==> src/core/dcs_pkg.sv <==
// Purpose: shared constants and types for the drive command/status word block.
// Assumes: one system clock, synchronous active-high reset.
// Notes: bit positions of both words are fixed; ramp steps are per clock.
// What this block does
// - command bit 0 low: ramp down with normal time, remove drive at standstill.
// - rising bit 0 enters ready; motor energised too if bit 3 high.
// - command bit 1 low: cut drive at once, coast; high permits switch on.
// - command bit 2 low: quick stop with quick ramp; high permits switch on.
// - command bit 3 low blocks pulses at once; high allows pulse enable.
// - bit 4 low zeroes ramp output; bit 5 low freezes it, high tracks.
// - command bit 6 low brakes with normal ramp; high accelerates to setpoint.
// - rising bit 7 clears fault; inhibit state follows if on still active.
// - bit 10 high gives master control; process data ignored while low.
// - command bit 11 high inverts the applied setpoint sign.
// - bit 13 raises stored potentiometer setpoint, bit 14 lowers it.
// - status bit 0: supply present, initialised, pulses locked.
// - status bit 1: on active and no fault; operation enable energises motor.
// - status bit 2: operation enabled, motor follows setpoint.
// - status bit 3: fault pending until acknowledged by command bit 7.
// - status bit 4: no coast stop; bit 5: no quick stop.
// - status bit 6: switch-on inhibited; left only with on low and bits 1 and 2 high.
// - status bit 7: alarm present, motor keeps running, no acknowledge.
// - status bits 8, 10, 11: deviation, speed and current comparisons.
// - status bit 9 requests the automation system to take control.
// - status bits 13 and 15 low flag motor and converter thermal alarms.
// - status bit 14 high for positive actual value, low for negative.
package dcs_pkg;
    localparam int WORD_W = 16;
    // command word bit positions
    localparam int CMD_ON = 0;
    localparam int CMD_NO_COAST = 1;
    localparam int CMD_NO_QUICK = 2;
    localparam int CMD_OP_EN = 3;
    localparam int CMD_RAMP_EN = 4;
    localparam int CMD_RAMP_RUN = 5;
    localparam int CMD_SP_EN = 6;
    localparam int CMD_FAULT_ACK = 7;
    localparam int CMD_MASTER = 10;
    localparam int CMD_REVERSE = 11;
    localparam int CMD_POT_UP = 13;
    localparam int CMD_POT_DOWN = 14;
    // only defined command bits are kept; reserved ones read back zero
    localparam logic [WORD_W-1:0] CMD_USED_MASK = 16'h6CFF;
    localparam logic [WORD_W-1:0] CMD_RESET = 16'h0000;
    localparam logic [WORD_W-1:0] SP_RESET = 16'h0000;
    // status word bit positions
    localparam int ST_RDY_ON = 0;
    localparam int ST_READY = 1;
    localparam int ST_OP_EN = 2;
    localparam int ST_FAULT = 3;
    localparam int ST_NO_COAST = 4;
    localparam int ST_NO_QUICK = 5;
    localparam int ST_INHIBIT = 6;
    localparam int ST_ALARM = 7;
    localparam int ST_DEV_OK = 8;
    localparam int ST_MASTER_REQ = 9;
    localparam int ST_SPEED_REACHED = 10;
    localparam int ST_TORQUE_OK = 11;
    localparam int ST_RESERVED = 12;
    localparam int ST_MOTOR_OT_N = 13;
    localparam int ST_CW = 14;
    localparam int ST_CONV_OL_N = 15;
    localparam logic [WORD_W-1:0] STATUS_RESET = 16'hA000;
    // default ramp and potentiometer steps, in setpoint units per clock
    localparam logic [WORD_W-1:0] RAMP_UP_STEP = 16'h0001;
    localparam logic [WORD_W-1:0] RAMP_DOWN_STEP = 16'h0001;
    localparam logic [WORD_W-1:0] QUICK_DOWN_STEP = 16'h0004;
    localparam logic [WORD_W-1:0] POT_STEP = 16'h0001;
    // drive sequencing states
    typedef enum logic [6:0] {
        ST_SW_INHIBIT = 7'b000_0001,
        ST_SW_RDY_ON = 7'b000_0010,
        ST_SW_READY = 7'b000_0100,
        ST_SW_RUN = 7'b000_1000,
        ST_SW_RAMP_STOP = 7'b001_0000,
        ST_SW_QUICK_STOP = 7'b010_0000,
        ST_SW_FAULT = 7'b100_0000
    } dcs_state_type;
endpackage : dcs_pkg

==> src/core/dcs_ramp_if.sv <==
// Purpose: carrier between the sequencer and the ramp generator.
// Assumes: both ends on clk_sys.
// Notes: target is already sign-corrected by the sequencer.
interface dcs_ramp_if #(parameter int W = 16);
    logic force_zero;
    logic hold;
    logic signed [W-1:0] target;
    logic [W-1:0] step_up;
    logic [W-1:0] step_down;
    logic signed [W-1:0] out_value;
    logic standstill;
    modport ctrl (output force_zero, hold, target, step_up, step_down,
        input out_value, standstill);
    modport ramp (input force_zero, hold, target, step_up, step_down,
        output out_value, standstill);
endinterface : dcs_ramp_if

==> src/core/dcs_drive_ctrl.sv <==
// Purpose: decode the command word, sequence the drive, build the status word.
// Assumes: master and drive-side signals all on clk_sys; no synchronisers needed.
// Notes: command word is taken on cmd_word_wr; setpoint on setpoint_wr.
module dcs_drive_ctrl #(
    parameter int W = dcs_pkg::WORD_W,
    parameter logic [dcs_pkg::WORD_W-1:0] UP_STEP = dcs_pkg::RAMP_UP_STEP,
    parameter logic [dcs_pkg::WORD_W-1:0] DOWN_STEP = dcs_pkg::RAMP_DOWN_STEP,
    parameter logic [dcs_pkg::WORD_W-1:0] QUICK_STEP = dcs_pkg::QUICK_DOWN_STEP,
    parameter logic [dcs_pkg::WORD_W-1:0] POT_INC = dcs_pkg::POT_STEP
) (
    input wire logic clk_sys,
    input wire logic rst,
    input wire logic cmd_word_wr,
    input wire logic [dcs_pkg::WORD_W-1:0] cmd_word_wdata,
    output logic [dcs_pkg::WORD_W-1:0] drive_command_word,
    input wire logic setpoint_wr,
    input wire logic [dcs_pkg::WORD_W-1:0] setpoint_wdata,
    input wire logic use_pot_setpoint,
    input wire logic supply_ok,
    input wire logic init_done,
    input wire logic fault_event,
    input wire logic alarm_active,
    input wire logic master_ctrl_req,
    input wire logic motor_overtemp,
    input wire logic conv_overload,
    input wire logic [dcs_pkg::WORD_W-1:0] actual_speed,
    input wire logic [dcs_pkg::WORD_W-1:0] speed_tolerance,
    input wire logic [dcs_pkg::WORD_W-1:0] compare_speed,
    input wire logic [dcs_pkg::WORD_W-1:0] current_value,
    input wire logic [dcs_pkg::WORD_W-1:0] current_limit,
    output logic [dcs_pkg::WORD_W-1:0] drive_state_report_word,
    output logic [dcs_pkg::WORD_W-1:0] ramp_output,
    output logic [dcs_pkg::WORD_W-1:0] pot_setpoint,
    output logic pulse_enable
);
    import dcs_pkg::*;

    // elaboration check: the word layout needs exactly sixteen bits
    if (W != WORD_W) begin : g_bad_width
        $error("dcs_drive_ctrl supports only a 16-bit word");
    end

    // magnitude of a two's complement word, saturating at the top
    function automatic logic [WORD_W-1:0] mag(input logic [WORD_W-1:0] v);
        logic [WORD_W-1:0] r;
        r = v[WORD_W-1] ? (~v + 16'h0001) : v;
        if (r[WORD_W-1]) begin
            r = 16'h7FFF;
        end
        return r;
    endfunction : mag

    dcs_ramp_if #(.W(WORD_W)) rif ();

    logic [WORD_W-1:0] cmd_q, cmd_d;
    logic [WORD_W-1:0] sp_q, sp_d;
    logic [WORD_W-1:0] pot_q, pot_d;
    logic [WORD_W-1:0] stat_q, stat_d;
    logic on_prev_q, on_prev_d;
    logic ack_prev_q, ack_prev_d;
    logic fault_q, fault_d;
    logic cw_q, cw_d;
    logic pulse_q, pulse_d;
    dcs_state_type state_q, state_d;
    logic on_rise, ack_rise, on_cmd, coast_ok, quick_ok, op_en;
    logic signed [WORD_W-1:0] sp_base, sp_applied;
    logic [WORD_W:0] pot_sum;
    logic [WORD_W-1:0] dev;

    // command capture: only bit 10 moves while the master has no control
    always_comb begin
        cmd_d = cmd_q;
        if (cmd_word_wr) begin
            if (cmd_word_wdata[CMD_MASTER]) begin
                cmd_d = cmd_word_wdata & CMD_USED_MASK;
            end else begin
                cmd_d[CMD_MASTER] = 1'b0;
            end
        end
        sp_d = sp_q;
        if (setpoint_wr && cmd_q[CMD_MASTER]) begin
            sp_d = setpoint_wdata;
        end
    end

    assign on_cmd = cmd_q[CMD_ON];
    assign coast_ok = cmd_q[CMD_NO_COAST];
    assign quick_ok = cmd_q[CMD_NO_QUICK];
    assign op_en = cmd_q[CMD_OP_EN];
    assign on_rise = on_cmd & ~on_prev_q;
    assign ack_rise = cmd_q[CMD_FAULT_ACK] & ~ack_prev_q;

    // stored potentiometer setpoint, saturating signed
    always_comb begin
        pot_d = pot_q;
        pot_sum = '0;
        if (cmd_q[CMD_POT_UP] && !cmd_q[CMD_POT_DOWN]) begin
            pot_sum = {pot_q[WORD_W-1], pot_q} + {1'b0, POT_INC};
            pot_d = (pot_sum[WORD_W] != pot_sum[WORD_W-1]) ? 16'h7FFF
                : pot_sum[WORD_W-1:0];
        end else if (cmd_q[CMD_POT_DOWN] && !cmd_q[CMD_POT_UP]) begin
            pot_sum = {pot_q[WORD_W-1], pot_q} - {1'b0, POT_INC};
            pot_d = (pot_sum[WORD_W] != pot_sum[WORD_W-1]) ? 16'h8000
                : pot_sum[WORD_W-1:0];
        end
    end

    // fault latch: a new fault wins over an acknowledge in the same cycle
    always_comb begin
        fault_d = fault_q;
        if (ack_rise) begin
            fault_d = 1'b0;
        end
        if (fault_event) begin
            fault_d = 1'b1;
        end
        on_prev_d = on_cmd;
        ack_prev_d = cmd_q[CMD_FAULT_ACK];
    end

    // drive sequencing
    always_comb begin
        state_d = state_q;
        case (state_q)
            ST_SW_INHIBIT: begin
                if (!on_cmd && coast_ok && quick_ok && supply_ok && init_done) begin
                    state_d = ST_SW_RDY_ON;
                end
            end
            ST_SW_RDY_ON: begin
                if (!coast_ok || !quick_ok) begin
                    state_d = ST_SW_INHIBIT;
                end else if (on_rise) begin
                    state_d = op_en ? ST_SW_RUN : ST_SW_READY;
                end
            end
            ST_SW_READY: begin
                if (!coast_ok || !quick_ok) begin
                    state_d = ST_SW_INHIBIT;
                end else if (!on_cmd) begin
                    state_d = ST_SW_RDY_ON;
                end else if (op_en) begin
                    state_d = ST_SW_RUN;
                end
            end
            ST_SW_RUN: begin
                if (!coast_ok) begin
                    state_d = ST_SW_INHIBIT;
                end else if (!quick_ok) begin
                    state_d = ST_SW_QUICK_STOP;
                end else if (!on_cmd) begin
                    state_d = ST_SW_RAMP_STOP;
                end else if (!op_en) begin
                    state_d = ST_SW_READY;
                end
            end
            ST_SW_RAMP_STOP: begin
                if (!coast_ok) begin
                    state_d = ST_SW_INHIBIT;
                end else if (!quick_ok) begin
                    state_d = ST_SW_QUICK_STOP;
                end else if (!op_en || rif.standstill) begin
                    state_d = ST_SW_RDY_ON;
                end
            end
            ST_SW_QUICK_STOP: begin
                if (!coast_ok || !op_en || rif.standstill) begin
                    state_d = ST_SW_INHIBIT;
                end
            end
            ST_SW_FAULT: begin
                if (!fault_q) begin
                    state_d = ST_SW_INHIBIT;
                end
            end
            default: begin
                state_d = ST_SW_INHIBIT;
            end
        endcase
        if (fault_q || fault_event) begin
            state_d = ST_SW_FAULT;
        end
    end

    // pulses: only in running or ramped stopping states with enable present
    always_comb begin
        pulse_d = op_en && (state_d == ST_SW_RUN || state_d == ST_SW_RAMP_STOP
            || state_d == ST_SW_QUICK_STOP);
    end

    // setpoint selection, reversal and ramp control
    always_comb begin
        sp_base = use_pot_setpoint ? signed'(pot_q) : signed'(sp_q);
        sp_applied = cmd_q[CMD_REVERSE] ? -sp_base : sp_base;
        rif.force_zero = !pulse_q || !cmd_q[CMD_RAMP_EN];
        rif.hold = (state_q == ST_SW_RUN) && !cmd_q[CMD_RAMP_RUN];
        rif.step_up = UP_STEP;
        rif.step_down = DOWN_STEP;
        rif.target = '0;
        if (state_q == ST_SW_RUN && cmd_q[CMD_SP_EN]) begin
            rif.target = sp_applied;
        end
        if (state_q == ST_SW_QUICK_STOP) begin
            rif.step_down = QUICK_STEP;
        end
    end

    dcs_ramp_gen #(.W(WORD_W)) u_ramp (
        .clk_sys(clk_sys),
        .rst(rst),
        .rif(rif)
    );

    // status word assembly
    always_comb begin
        dev = mag(rif.out_value - actual_speed);
        cw_d = cw_q;
        if (actual_speed != '0) begin
            cw_d = !actual_speed[WORD_W-1];
        end
        stat_d = '0;
        stat_d[ST_RDY_ON] = supply_ok && init_done && !pulse_q && !fault_q
            && (state_q == ST_SW_RDY_ON || state_q == ST_SW_READY);
        stat_d[ST_READY] = (state_q == ST_SW_READY) || (state_q == ST_SW_RUN);
        stat_d[ST_OP_EN] = (state_q == ST_SW_RUN) && op_en;
        stat_d[ST_FAULT] = fault_q;
        stat_d[ST_NO_COAST] = coast_ok;
        stat_d[ST_NO_QUICK] = quick_ok && (state_q != ST_SW_QUICK_STOP);
        stat_d[ST_INHIBIT] = (state_q == ST_SW_INHIBIT);
        stat_d[ST_ALARM] = alarm_active;
        stat_d[ST_DEV_OK] = (dev <= speed_tolerance);
        stat_d[ST_MASTER_REQ] = master_ctrl_req;
        stat_d[ST_SPEED_REACHED] = (mag(actual_speed) >= compare_speed);
        stat_d[ST_TORQUE_OK] = (mag(current_value) < current_limit);
        stat_d[ST_MOTOR_OT_N] = !motor_overtemp;
        stat_d[ST_CW] = cw_d;
        stat_d[ST_CONV_OL_N] = !conv_overload;
    end

    // registers
    always_ff @(posedge clk_sys) begin
        if (rst) begin
            cmd_q <= CMD_RESET;
            sp_q <= SP_RESET;
            pot_q <= SP_RESET;
            stat_q <= STATUS_RESET;
            on_prev_q <= 1'b0;
            ack_prev_q <= 1'b0;
            fault_q <= 1'b0;
            cw_q <= 1'b0;
            pulse_q <= 1'b0;
            state_q <= ST_SW_INHIBIT;
        end else begin
            cmd_q <= cmd_d;
            sp_q <= sp_d;
            pot_q <= pot_d;
            stat_q <= stat_d;
            on_prev_q <= on_prev_d;
            ack_prev_q <= ack_prev_d;
            fault_q <= fault_d;
            cw_q <= cw_d;
            pulse_q <= pulse_d;
            state_q <= state_d;
        end
    end

    assign drive_command_word = cmd_q;
    assign drive_state_report_word = stat_q;
    assign ramp_output = rif.out_value;
    assign pot_setpoint = pot_q;
    assign pulse_enable = pulse_q;
endmodule : dcs_drive_ctrl

==> src/core/dcs_ramp_gen.sv <==
// Purpose: ramp generator moving its output toward a target by bounded steps.
// Assumes: steps are magnitudes; zero step freezes that direction.
// Notes: zero forcing wins over hold, hold wins over tracking.
module dcs_ramp_gen #(
    parameter int W = 16
) (
    input wire logic clk_sys,
    input wire logic rst,
    dcs_ramp_if.ramp rif
);
    import dcs_pkg::*;

    logic signed [W-1:0] out_q, out_d;
    logic signed [W:0] diff;
    logic signed [W:0] up_ext, dn_ext;

    // next output: zero, frozen or one step toward the target
    always_comb begin
        diff = {rif.target[W-1], rif.target} - {out_q[W-1], out_q};
        up_ext = signed'({1'b0, rif.step_up});
        dn_ext = signed'({1'b0, rif.step_down});
        out_d = out_q;
        if (rif.force_zero) begin
            out_d = '0;
        end else if (rif.hold) begin
            out_d = out_q;
        end else if (diff > up_ext && out_q >= 0) begin
            out_d = out_q + W'(up_ext);
        end else if (diff < -dn_ext && out_q <= 0) begin
            out_d = out_q - W'(dn_ext);
        end else if (diff > dn_ext) begin
            out_d = out_q + W'(dn_ext); // braking from negative side
        end else if (diff < -up_ext && out_q > 0) begin
            out_d = out_q - W'(dn_ext); // braking from positive side
        end else if (diff < -dn_ext) begin
            out_d = out_q - W'(dn_ext);
        end else begin
            out_d = rif.target;
        end
    end

    // output register
    always_ff @(posedge clk_sys) begin
        if (rst) begin
            out_q <= '0;
        end else begin
            out_q <= out_d;
        end
    end

    assign rif.out_value = out_q;
    assign rif.standstill = (out_q == '0);
endmodule : dcs_ramp_gen

==> config.mk <==
export PLATFORM = sky130hd
export DESIGN_NAME = dcs_drive_ctrl
export DESIGN_NICKNAME = d
export VERILOG_FILES = /design/src/core/dcs_pkg.sv /design/src/core/dcs_ramp_if.sv /design/src/core/dcs_drive_ctrl.sv /design/src/core/dcs_ramp_gen.sv
export SDC_FILE = /design/constraint.sdc
export NUM_CORES = 1
export LEC_CHECK = 0
export BUFFER_PORTS_ARGS = -buffer_cell sky130_fd_sc_hd__buf_2
export CAP_MARGIN = 15
export CORE_UTILIZATION = 52
export CTS_CLUSTER_DIAMETER = 30
export DETAILED_ROUTE_END_ITERATION = 8
export PLACE_DENSITY = 0.8
export SLEW_MARGIN = 20
export SYNTH_ARGS = -nofsm -noshare
export SYNTH_HDL_FRONTEND = slang
export SYNTH_SLANG_ARGS = --single-unit
==> constraint.sdc <==
create_clock -name clk_sys -period 5 [get_ports clk_sys]
set_clock_uncertainty 0.1 [all_clocks]
set_input_delay 0.75 -clock clk_sys [delete_from_list [all_inputs] [get_ports clk_sys]]
set_output_delay 0.75 -clock clk_sys [all_outputs]
set_load 0.01 [all_outputs]
## Word level (Yosys, flattened, before mapping)

Index checks and enable logic that the tools add are counted.

| operators by class | value |
|---|---|
| add/subtract/negate cells | 12 |
| order comparisons | 10 |
| equal/unequal tests | 13 |
| reductions and logical operators | 48 |
| muxes and demuxes | 41 |
| bitwise gates (word level) | 7 |

Operator list:

| kind | number |
|---|---|
| 16-bit two-way mux | 15 |
| 7-bit two-way mux | 16 |
| 7-bit case mux with 7 select lines | 1 |
| 16-bit by 1-bit adder with 16-bit output (second input constant) | 3 |
| 16-bit inverter | 3 |
| 15-bit two-way mux | 3 |
| 1-bit logical AND | 19 |
| 16-bit by 2-bit adder with 17-bit output (second input constant) | 1 |
| 17-bit by 2-bit > comparator with 1-bit output (second input constant) | 1 |
| 17-bit by 4-bit > comparator with 1-bit output | 1 |
| 17-bit by 1-bit < comparator with 1-bit output (second input constant) | 1 |
| 17-bit < comparator | 1 |
| 3-bit negation with 17-bit output | 1 |
| 16-bit by 16-bit subtractor with 17-bit output | 1 |
| 16-bit by 2-bit subtractor with 17-bit output (second input constant) | 1 |
| 16-bit by 2-bit adder with 16-bit output (second input constant) | 1 |
| 16-bit by 4-bit adder with 16-bit output | 1 |
| 16-bit by 1-bit greater-or-equal comparator with 1-bit output (second input constant) | 1 |
| 16-bit greater-or-equal comparator | 1 |
| 16-bit by 1-bit > comparator with 1-bit output (second input constant) | 1 |
| 16-bit by 1-bit <= comparator with 1-bit output (second input constant) | 1 |
| 16-bit <= comparator | 1 |
| 16-bit logical NOT | 1 |
| 16-bit < comparator | 1 |
| 23 further kinds | 54 |

| storage, ports and cells | value |
|---|---|
| input bits | 124 |
| output and inout bits | 65 |
| register bits | 88 |

## Longest topological paths before layout

Gate-level depths: netlist of the first run.

| logic depth | value |
|---|---|
| depth after elaboration | 12 |
| depth in mapped cells | 25 |
| mapped depth without buffers | 24 |

## Modules after synthesis

From an unflattened synthesis of the first run, not the netlist that was laid out.

| unflattened totals | value |
|---|---|
| cell total of the unflattened synthesis | 1,790 |
| area total of the unflattened synthesis | 12,876.1 um2 |

By module, submodules not included:

| module | instances | area each (um2) | cells an instance |
|---|---|---|---|
| dcs_drive_ctrl | 1 | 7,174.4 | 1,020 |
| dcs_ramp_gen | 1 | 5,701.7 | 770 |

## Least setup slack after synthesis of the first run

No wires, ideal clock.

| path | value |
|---|---|
| kind | input -> register |
| from | input port use_pot_setpoint |
| to | register u_ramp.out_q[15] (netlist: u_ramp.rif.out_value[15]) |
| stages | 18 |
| setup time | 0.130 ns |
| required time | 4.770 ns |
| slack | -0.137 ns |
| arrival | 4.906 ns |
| cell sequence | buf_1 > clkbuf_1 > buf_1 > mux2i_1 > xnor2_1 > nor2_1 > ha_1 > a21o_1 > a221o_1 > a21oi_2 > mux2_2 > a211oi_1 > and4_4 > and3_1 > nor2_1 > buf_2 > o221ai_1 > o22ai_1 |

| on the way | value |
|---|---|
| longest elaborated chain between the ends | 11 |

RTL lines:

| what | line | RTL |
|---|---|---|
| start, declared | dcs_drive_ctrl.sv:18 | `input wire logic use_pot_setpoint,` |
| 16-bit two-way mux * | dcs_drive_ctrl.sv:193 | `sp_base = use_pot_setpoint ? signed'(pot_q) : signed'(sp_q);` |
| 16-bit negation | dcs_drive_ctrl.sv:194 | `sp_applied = cmd_q[CMD_REVERSE] ? -sp_base : sp_base;` |
| 16-bit two-way mux * | dcs_drive_ctrl.sv:194 |  |
| 16-bit two-way mux * | dcs_drive_ctrl.sv:200 | `if (state_q == ST_SW_RUN && cmd_q[CMD_SP_EN]) begin` |
| 16-bit by 16-bit subtractor with 17-bit output | dcs_ramp_gen.sv:19 | `diff = {rif.target[W-1], rif.target} - {out_q[W-1], out_q};` |
| 17-bit < comparator / 17-bit by 1-bit < comparator with 1-bit output (equally long branches) | dcs_ramp_gen.sv:29, dcs_ramp_gen.sv:35, dcs_ramp_gen.sv:33 |  |
| 16-bit two-way mux / 1-bit logical AND (equally long branches) | dcs_ramp_gen.sv:35, dcs_ramp_gen.sv:33 |  |
| 16-bit two-way mux | dcs_ramp_gen.sv:33 | `end else if (diff < -up_ext && out_q > 0) begin` |
| 16-bit two-way mux | dcs_ramp_gen.sv:31 | `end else if (diff > dn_ext) begin` |
| 16-bit two-way mux | dcs_ramp_gen.sv:29 | `end else if (diff < -dn_ext && out_q <= 0) begin` |
| 16-bit two-way mux * | dcs_ramp_gen.sv:27 | `end else if (diff > up_ext && out_q >= 0) begin` |
| end signal, assigned | dcs_ramp_gen.sv:47 | `out_q <= out_d;` |
| end, declared | dcs_ramp_gen.sv:13 | `logic signed [W-1:0] out_q, out_d;` |

Every way passes the cells marked *; elsewhere a longest branch is shown, timed or not.
A chain may end at the register's enable or synchronous reset.

## Final worst setup path of the first run

| path | value |
|---|---|
| from | input port actual_speed[1] (netlist name) |
| to | register stat_q[8] (netlist: drive_state_report_word[8]) |

| on the way | value |
|---|---|
| longest elaborated chain between the ends | 6 |

RTL lines:

| what | line | RTL |
|---|---|---|
| start, declared | dcs_drive_ctrl.sv:26 | `input wire logic [dcs_pkg::WORD_W-1:0] actual_speed,` |
| 16-bit subtractor * | dcs_drive_ctrl.sv:216 | `dev = mag(rif.out_value - actual_speed);` |
| 16-bit inverter | dcs_drive_ctrl.sv:46 | `r = v[WORD_W-1] ? (~v + 16'h0001) : v;` |
| 16-bit by 1-bit adder with 16-bit output | dcs_drive_ctrl.sv:46 |  |
| 16-bit two-way mux * | dcs_drive_ctrl.sv:46 |  |
| 15-bit two-way mux * | dcs_drive_ctrl.sv:47 | `if (r[WORD_W-1]) begin` |
| 16-bit <= comparator * | dcs_drive_ctrl.sv:231 | `stat_d[ST_DEV_OK] = (dev <= speed_tolerance);` |
| end signal, assigned | dcs_drive_ctrl.sv:257 | `stat_q <= stat_d;` |
| end, declared | dcs_drive_ctrl.sv:58 | `logic [WORD_W-1:0] stat_q, stat_d;` |

Marks and branches as above.

==> results_dict.tcl, run 1 <==
set metrics [dict create \
    synth-seq-cells 86 \
    period_share_pct 97.8 \
    area_delta_synth_final_pct 27.4 \
    synthTopCellsByArea "dfxtp_1 (17%), ha_1 (12%), a21oi_1 (6.3%)" \
    grt_pass1_vias 10700 \
    finalHoldViolations 0 \
    clock_path_buffers 2 \
    grt_max_degree 66 \
    yosys.area.top_type_share_pct 17.3 \
    async_flop_share_pct 0 \
    diodes 0 \
    nets 1926 \
    hold_class "flip-flop to flip-flop" \
    finalCriticalPeriod_ns 4.89 \
    cp.required_ns 5.18 \
    drc_errors 0 \
    numCtsBuffers 9 \
    fill_cells 1572 \
    whs_ns 0.369 \
    wl_mm 31.3 \
    grt_pass1_wl_mm 49.2 \
    clock_sinks 86 \
    fp-row-count 50 \
    synthCells 1421 \
    layoutNonFillerInstCount 1944 \
    slew_headroom_pct 49.8 \
    start_util_pct 53.2 \
    ys_types 90 \
    first_pass_iters 5 \
    gp_congestion 0.963 \
    report.final.slew_viol_count 0 \
    grt_overflow_total 0 \
    final_antenna_net_count 0 \
    start_kind "input pin" \
    die_h_um 140 \
    endpoint_kind "flip-flop" \
    portBuffers 179 \
    cts-root-buf "clkbuf_16" \
    setup_ws_ns 0.110 \
    synth_area_mm2 0.00996 \
    hpwl_mm 23.8 \
    wire_per_inst_um 16.1 \
    yosysMostFrequentCell "nand2_1" \
    outcome "completed" \
    synth-edff-count 0 \
    synth_top_cell_by_area "dfxtp_1" \
    clk_transition_reported_paths_ns 0.07 \
    cts_tree "built" \
    place_area_mm2 0.0120 \
    max_freq_mhz 205 \
    drv_cap 0 \
    yosys_warnings 0 \
    drive_gt1_share_pct 26.4 \
    synth_ff_type "dfxtp_1" \
    finalPower_mw 2.49 \
    die_w_um 140 \
    fin_util_pct 67.8 \
    peakVddDrop_mv 0.294 \
    vias 11600 \
    track_usage_pct 30.2 \
    htreeDepth 3 \
    io_pins 189 \
    crit_fanout 6 \
    syn_area_per_cell_um2 7.01 \
    pre_cts_ws_ns -0.334 \
    arrival_ns 5.07 \
    worst_pin_slew_ns 0.754 \
    synth_commonest_cells "nand2_1 (160), a21oi_1 (125), inv_1 (113), nor2_1 (106), ha_1 (95)" \
    drt_iter0_markers 1006 \
    powerDensity_mw_per_mm2 197 \
    post-route-cell-area_mm2 0.0127 \
    seq_area_frac_synth_pct 17.3 \
    setup_viol 0 \
    die-area_mm2 0.0197 \
    criticalPathCategory "input pin to flip-flop" \
    core_mm2 0.0187 \
    clock_latency_ns 0.35 \
    tns_ns 0 \
    vias_per_cell 5.98 \
    leakage_nw 5.87 \
    dp_cells 1918 \
    antenna_found_initial 0 \
]
-- repair_timing --
| action | CTS | global route |
|---|---|---|
| setup buffers | 0 | 9 |
| hold buffers | 0 | 0 |
| resized for setup | 1 | 53 |
| pin swaps | 0 | 17 |
| gates cloned | 0 | 1 |
| endpoints found under the setup margin | 3 | 17 |
-- placed cells by master (no fill, tap or decap), types with 17 or more instances in the layout --
master / count
buf_2: 179
buf_4: 167
nand2_1: 157
a21oi_1: 118
inv_1: 112
nor2_1: 101
ha_1: 90
dfxtp_1: 86
o21ai_0: 72
nor3_1: 51
xnor2_1: 48
nand3_1: 47
xor2_1: 28
nor2b_1: 27
a21o_1: 24
and3_1: 21
or3_1: 20
a211oi_1: 19
o31ai_1: 17
o22ai_1: 17
-- final timing paths --
check	slack [ns]	cells past startpoint	from	to
min	0.37	2	sp_q[12]	sp_q[12]
max	0.11	24	actual_speed[1]	drive_state_report_word[8]
max reg2reg	0.14	25	u_ramp.rif.out_value[0]	drive_state_report_word[8]
min reg2reg	0.37	2	sp_q[12]	sp_q[12]
-- cells by family (layout without fill, tap and decap cells) --
logic type | count (synthesis) | count (layout) | share of synthesized area, %
flops | 86 | 86 | 17.3
compound gates | 404 | 404 | 26.6
simple gates | 542 | 542 | 27.0
fa+ha+maj | 97 | 97 | 12.3
buf+inv | 193 | 478 | 7.73
other cells | 1 | 5 | 0.0377
xor+xnor | 78 | 78 | 6.94
mux | 20 | 20 | 2.07
-- routing by layer --
metal | vias up | share of wire, % | GRT usage, % | wire [um]
met1 | 5291 | 40 | 35.8 | 12500
met2 | 570 | 49 | 54.4 | 15500
met4 | 0 | 3.2 | 12.0 | 997
met5 | - | 0 | 0 | 0
li1 | 5662 | - | - | -
met3 | 98 | 7.5 | 4.48 | 2360
-- final cells by class --
class	count	area [um^2]	share of cell area [%]
clock buffer	9	225	1.77
sequential	86	1720	13.6
inverter	113	424	3.34
timing repair buffer	349	2190	17.2
multi-input combinational	1146	7730	61.0
tap	234	293	2.31
clock inverter	7	104	0.818
-- flip-flops by register name (all words and copies together) (netlist names) --
name and cells:
pot_setpoint 16, sp_q 16, u_ramp.rif.out_value 16, drive_state_report_word 15, drive_command_word 12, state_q 7, ack_prev_q 1, fault_q 1
on_prev_q 1, pulse_enable 1
-- worst max-delay path, stage by stage --
cell and delay (ns):
buf_2 0.09, inv_1 0.10, fa_2 0.40, a21o_1 0.16
a21o_1 0.20, a211oi_2 0.23, o21bai_1 0.11, a221oi_2 0.38
xnor2_2 0.15, nor2b_1 0.12, nand4_1 0.13, or4_4 0.59
buf_6 0.15, o211ai_1 0.12, ha_1 0.29, nand3_2 0.10
o22ai_2 0.08, o21a_1 0.17, o21a_1 0.18, o21ai_2 0.12
nand2b_1 0.08, a21oi_2 0.14, o22ai_2 0.08, a21oi_2 0.12
-- where the power goes --
part           internal (mW)  leakage (nW)  switching, mW  total (mW)
clock network          0.445         0.155          0.306       0.751
registers              0.720         0.701         0.0466       0.767
logic                  0.430          5.01          0.546       0.977
total                   1.60          5.87          0.899        2.49
No activity file was read; power rests on OpenSTA's default activity.
==> inputs of run 2 (changes only) <==
BUFFER_PORTS_ARGS = unset   (was -buffer_cell sky130_fd_sc_hd__buf_2)
CORE_UTILIZATION = 60   (was 52)
DONT_BUFFER_PORTS = 1   (was unset)
==> run 2 against run 1 <==
Die area down 13%. Register-to-register slack better by 0.07 ns. Worst setup slack better by 0.099 ns. Core utilization up 1.3 points. Non-clock buffer count down 247. Total power down 8.5%. Clock power down 8.7%. Critical endpoint is now u_ramp.rif.out_value[13]. Largest power group unchanged.
==> results_dict.tcl, run 2 (synthesized netlist as in run 1, its figures left out) <==
set metrics [dict create \
    drc_errors 0 \
    outcome "completed" \
    numCtsBuffers 9 \
    crit_slowest_cell "or4_1" \
    critical-path-top-delay-family "compound AO/OA/AOI/OAI gates" \
    nets 1679 \
    powerDensity_mw_per_mm2 205 \
    clock_path_buffers 2 \
    endpoint_kind "flip-flop" \
    clk_transition_reported_paths_ns 0.07 \
    diodes 0 \
    start_kind "flip-flop" \
    criticalPathCategory "flip-flop to flip-flop" \
    report.final.slew_viol_count 0 \
    fp-row-count 46 \
    grt_pass1_vias 9746 \
    cts-root-buf "clkbuf_16" \
    worstPathCellList "or4_1 -> o2bb2ai_2 -> o211ai_1 -> o31ai_1 -> xnor2_1 -> nor2_1 -> ha_1 -> a21oi_1 -> o211ai_1 -> or3_1 -> a211oi_1 -> and4_4 -> a211oi_4 -> buf_4 -> nor3_2 -> buf_4 -> o31ai_1 -> o31ai_1" \
    drive_gt1_share_pct 12.4 \
    max_freq_mhz 209 \
    p_sw_mw 0.861 \
    final_common_cell "nand2_1" \
    mostFrequentLayoutCells "nand2_1 (160), a21oi_1 (124), inv_1 (112)" \
    post-route-cell-area_mm2 0.0111 \
    start_util_pct 62.0 \
    wire_per_inst_um 17.4 \
    peakVddDrop_mv 0.250 \
    worst_pin_slew_ns 0.778 \
    drv_cap 0 \
    grt_overflow_total 0 \
    die_h_um 131 \
    hold_class "input pin to flip-flop" \
    vias_per_cell 6.37 \
    finalPower_mw 2.28 \
    grt_pass1_wl_mm 46.0 \
    drt_iter0_markers 998 \
    clockPowerShare_pct 30.1 \
    clock_latency_ns 0.36 \
    die-area_mm2 0.0171 \
    setup_viol 0 \
    crit_fanout 9 \
    htreeDepth 3 \
    max_stage_delay_ns 0.57 \
    die_w_um 131 \
    arrival_ns 4.94 \
    period_share_pct 95.8 \
    final_antenna_net_count 0 \
    cp.required_ns 5.15 \
    grt_max_degree 67 \
    finalHoldViolations 0 \
    combPwrFrac_pct 36.2 \
    clock_sinks 86 \
    cts_tree "built" \
    wl_mm 29.3 \
    p_int_mw 1.42 \
    antenna_found_initial 0 \
    place_area_mm2 0.0106 \
    first_pass_iters 6 \
    slew_headroom_pct 48.1 \
    p_seq_share_pct 33.7 \
    cts_hold_buffers 0 \
    ff2ff_setup_slack_ns 0.21 \
    track_usage_pct 33.7 \
    fill_cells 1321 \
    power_switching_share_pct 37.7 \
    vias 10700 \
    finalCriticalPeriod_ns 4.79 \
    hpwl_mm 22.4 \
    gp_congestion 0.972 \
    leakage_nw 4.75 \
    portBuffers 0 \
    core_mm2 0.0161 \
    area_delta_synth_final_pct 11.5 \
    cp_common_cell "o31ai_1" \
    path_buf_inv 2 \
    io_pins 189 \
]
run 2: stage by stage:
stage          cells  setup slack [ns]  hold slack [ns]  util, %  setup TNS [ns]
3_5_place_dp    1655           -0.0894            0.344     66.2          -0.203
5_1_grt         1679           -0.0152            0.351     69.1         -0.0152
4_1_cts         1671            0.0968            0.348     68.0               0
2_1_floorplan   1425           0.00381            0.336        -               0
3_3_place_gp    1655           -0.0268            0.339     66.2         -0.0268
6_report        1679             0.209            0.355     69.1               0
run 2: what timing repair did:
item                                   4_1_cts  5_1_grt
endpoints found under the hold margin        0        0
resized for setup                            0       32
setup buffers                                0        7
setup endpoints to repair                    0       17
run 2: cell type report:
type | count | area, um^2 | area share, %
Timing Repair Buffer | 102 | 786 | 7.08
Sequential cell | 86 | 1720 | 15.5
Multi-Input combinational cell | 1146 | 7600 | 68.5
Tap cell | 216 | 270 | 2.43
Clock inverter | 7 | 75.1 | 0.676
Clock buffer | 9 | 225 | 2.03
Inverter | 113 | 424 | 3.82
run 2: worst paths after layout:
path / from / to / depth (start not counted)
hold / removal: rst / drive_command_word[5] / 1
hold reg to reg: sp_q[12] / sp_q[12] / 2
setup / recovery: sp_q[6] / u_ramp.rif.out_value[13] / 18
setup reg to reg: sp_q[6] / u_ramp.rif.out_value[13] / 18
run 2: routing by layer:
| metal | part of all wire, % | vias up | GRT usage (%) |
|---|---|---|---|
| met2 | 47 | 551 | 56.7 |
| li1 | - | 5164 | - |
| met4 | 3.5 | 0 | 14.5 |
| met3 | 10 | 84 | 9.08 |
| met1 | 40 | 4892 | 40.3 |
| met5 | 0 | - | 0 |
run 2: power groups by stage:
stage	logic, mW	clock network [mW]	registers [mW]
3_5_place_dp	0.792	0	0.782
6_report	0.827	0.686	0.769
5_1_grt	0.914	0.723	0.773
3_3_place_gp	0.772	0	0.781
2_1_floorplan	0.619	0	0.775
4_1_cts	0.800	0.695	0.766
==> inputs of run 3 (changes only) <==
SYNTH_HIERARCHICAL = 1   (was unset)
==> run 3 against run 2 <==
The run now ends with negative setup slack left. Clock-buffer cell count rose by 1. Largest power group unchanged. First-iteration DRC count decreased by 6.7%. Combinational power grew 13%. Highest routed layer unchanged. Critical path type unchanged.
==> results_dict.tcl, run 3 <==
set metrics [dict create \
    outcome "complete, but fails checks" \
    violations "negative setup slack" \
    die-area_mm2 0.0220 \
    grt_pass1_vias 13800 \
    arrival_ns 6.14 \
    pre_cts_ws_ns -1.17 \
    top_usage_layer "met2" \
    crit_fanout 7 \
    yosys.area_share.simple_pct 24.3 \
    seq_area_mm2 0.00172 \
    synth_top_cell_by_area "ha_1" \
    hpwl_mm 32.2 \
    synth_xor_area_share_pct 7.82 \
    synth-edff-count 0 \
    setup_viol 16 \
    syn_area_per_cell_um2 7.19 \
    track_usage_pct 36.8 \
    clk_transition_reported_paths_ns 0.08 \
    multi_input_area_mm2 0.0114 \
    diodes 0 \
    yosys_warnings 6 \
    max_freq_mhz 168 \
    hold_class "input pin to flip-flop" \
    vias 14300 \
    die_w_um 148 \
    cp.required_ns 5.18 \
    core_mm2 0.0210 \
    endpoint_kind "flip-flop" \
    synth-compound-area-share_pct 26.0 \
    grt_max_degree 71 \
    drt_iter0_markers 931 \
    tns_ns -13.47 \
    period_share_pct 119 \
    cts-root-buf "clkbuf_16" \
    clock_sinks 86 \
    final_common_cell "buf_4" \
    final_antenna_net_count 0 \
    worst_pin_slew_ns 1.30 \
    synth_commonest_cells "nand2_1 (187), ha_1 (183), inv_1 (166), a21oi_1 (154), nor2_1 (133)" \
    wire_per_inst_um 17.7 \
    peakVddDrop_mv 0.231 \
    drive_gt1_share_pct 18.8 \
    numCtsBuffers 9 \
    yosys.area_share.adder_pct 19.4 \
    drc_errors 0 \
    grt_use_met1_pct 46.4 \
    report.final.slew_viol_count 0 \
    cts_hold_buffers 0 \
    synthCells 1790 \
    yosysMostFrequentCell "nand2_1" \
    fp-row-count 53 \
    die_h_um 148 \
    slew_headroom_pct 13.0 \
    cts_tree "built" \
    synthTopCellsByArea "ha_1 (18%), dfxtp_1 (13%), xnor2_1 (6.1%)" \
    grt_overflow_total 0 \
    yosys.area.top_type_share_pct 17.8 \
    htreeDepth 3 \
    synth_ff_type "dfxtp_1" \
    grt_util_met2_pct 61.9 \
    synthMuxAreaShare_pct 1.57 \
    synth_top_family_by_area "compound AO/OA/AOI/OAI gates" \
    area_delta_synth_final_pct 25.9 \
    gp_congestion 0.956 \
    mostFrequentLayoutCells "buf_4 (222), nand2_1 (183), ha_1 (177)" \
    vias_per_cell 6.00 \
    seq_area_frac_synth_pct 13.4 \
    finalHoldViolations 0 \
    antenna_found_initial 0 \
    finalCriticalPeriod_ns 5.96 \
    leakage_nw 7.67 \
    async_flop_share_pct 0 \
    setup_ws_ns -0.957 \
    rsz0062_at_grt "yes" \
    first_pass_iters 5 \
    nets 2413 \
    drv_cap 0 \
    clock_path_buffers 2 \
    ys_types 103 \
    clock_latency_ns 0.37 \
    criticalPathCategory "flip-flop to flip-flop" \
    portBuffers 0 \
    wl_mm 42.2 \
    io_pins 189 \
    fill_cells 1569 \
    use_met3_pct 5.46 \
    grt_pass1_wl_mm 65.7 \
    start_kind "flip-flop" \
    start_util_pct 61.3 \
    synth_area_mm2 0.0129 \
    synth-seq-cells 86 \
    powerDensity_mw_per_mm2 151 \
]
[run 3: metrics by stage]
stage	instance area [um^2]	total power, mW	util, %	std cells	hold slack (ns)
after floorplan	13600	1.45	-	1923	0.336
after global placement	15100	1.62	71.6	2329	0.336
after detailed placement	15100	1.65	71.6	2329	0.341
after CTS	15900	2.40	75.5	2370	0.338
after global routing	16200	2.58	77.1	2381	0.345
final	16200	2.44	77.1	2381	0.345
[run 3: cells by family (layout without fill, tap and decap cells)]
logic type / after synthesis / count (layout)
fa+ha+maj: 198 / 198
flops: 86 / 86
xor+xnor: 115 / 115
simple gates: 625 / 626
buf+inv: 238 / 419
compound gates: 506 / 507
mux: 20 / 20
other cells: 2 / 135
[run 3: critical path, cell delays in order (launching register included)]
cell	delay (ns)
dfxtp_1	0.37
nor3b_1	0.47
o21ai_4	0.13
nand2_2	0.09
xnor2_1	0.06
nor2_1	0.19
ha_2	0.33
nor3_1	0.24
nor2_1	0.11
o211ai_1	0.14
nand2b_1	0.19
a21o_1	0.21
a21oi_2	0.18
xnor2_2	0.20
ha_1	0.31
o2111ai_1	0.10
a31oi_1	0.09
a211o_1	0.26
maj3_2	0.29
maj3_2	0.30
maj3_2	0.35
a21oi_4	0.19
a21oi_4	0.13
a22o_1	0.24
or4_1	0.41
a31oi_1	0.19
[run 3: path summary, 6_finish.rpt]
path              slack [ns]       startpoint                      end  cells after the start
hold / removal          0.35              rst    drive_command_word[5]                      1
setup / recovery       -0.96  pot_setpoint[2]  u_ramp/rif.out_value[9]                     25
setup reg to reg       -0.96  pot_setpoint[2]  u_ramp/rif.out_value[9]                     25
hold reg to reg         0.35         sp_q[15]                 sp_q[15]                      2
[run 3: final cells by class]
class                   count  area share (%)
clock buffers              10            1.47
clock inverters             6           0.463
inverters                 168            3.89
multi-input cells        1601            70.0
flip-flops and latches     86            10.6
well taps                 275            2.12
repair buffers            235            11.4
[run 3: power by group]
group,switching [mW],internal (mW),total (mW),leakage [nW]
clock,0.332,0.410,0.741,0.152
sequential,0.0457,0.718,0.764,0.701
combinational,0.543,0.394,0.938,6.81
total,0.921,1.52,2.44,7.67
[run 3: per-layer routing]
layer,vias to the layer above,share of wire (%)
met3,128,7.5
met2,636,47
met1,6585,42
met4,0,3.8
li1,6935,-
met5,-,0
[run 3: timing repair]
| action | 4_1_cts | 5_1_grt |
|---|---|---|
| pin swaps | 17 | 16 |
| gates cloned | 1 | 1 |
| endpoints found under the setup margin | 16 | 17 |
| gates resized for setup | 56 | 47 |
| setup buffers | 24 | 11 |
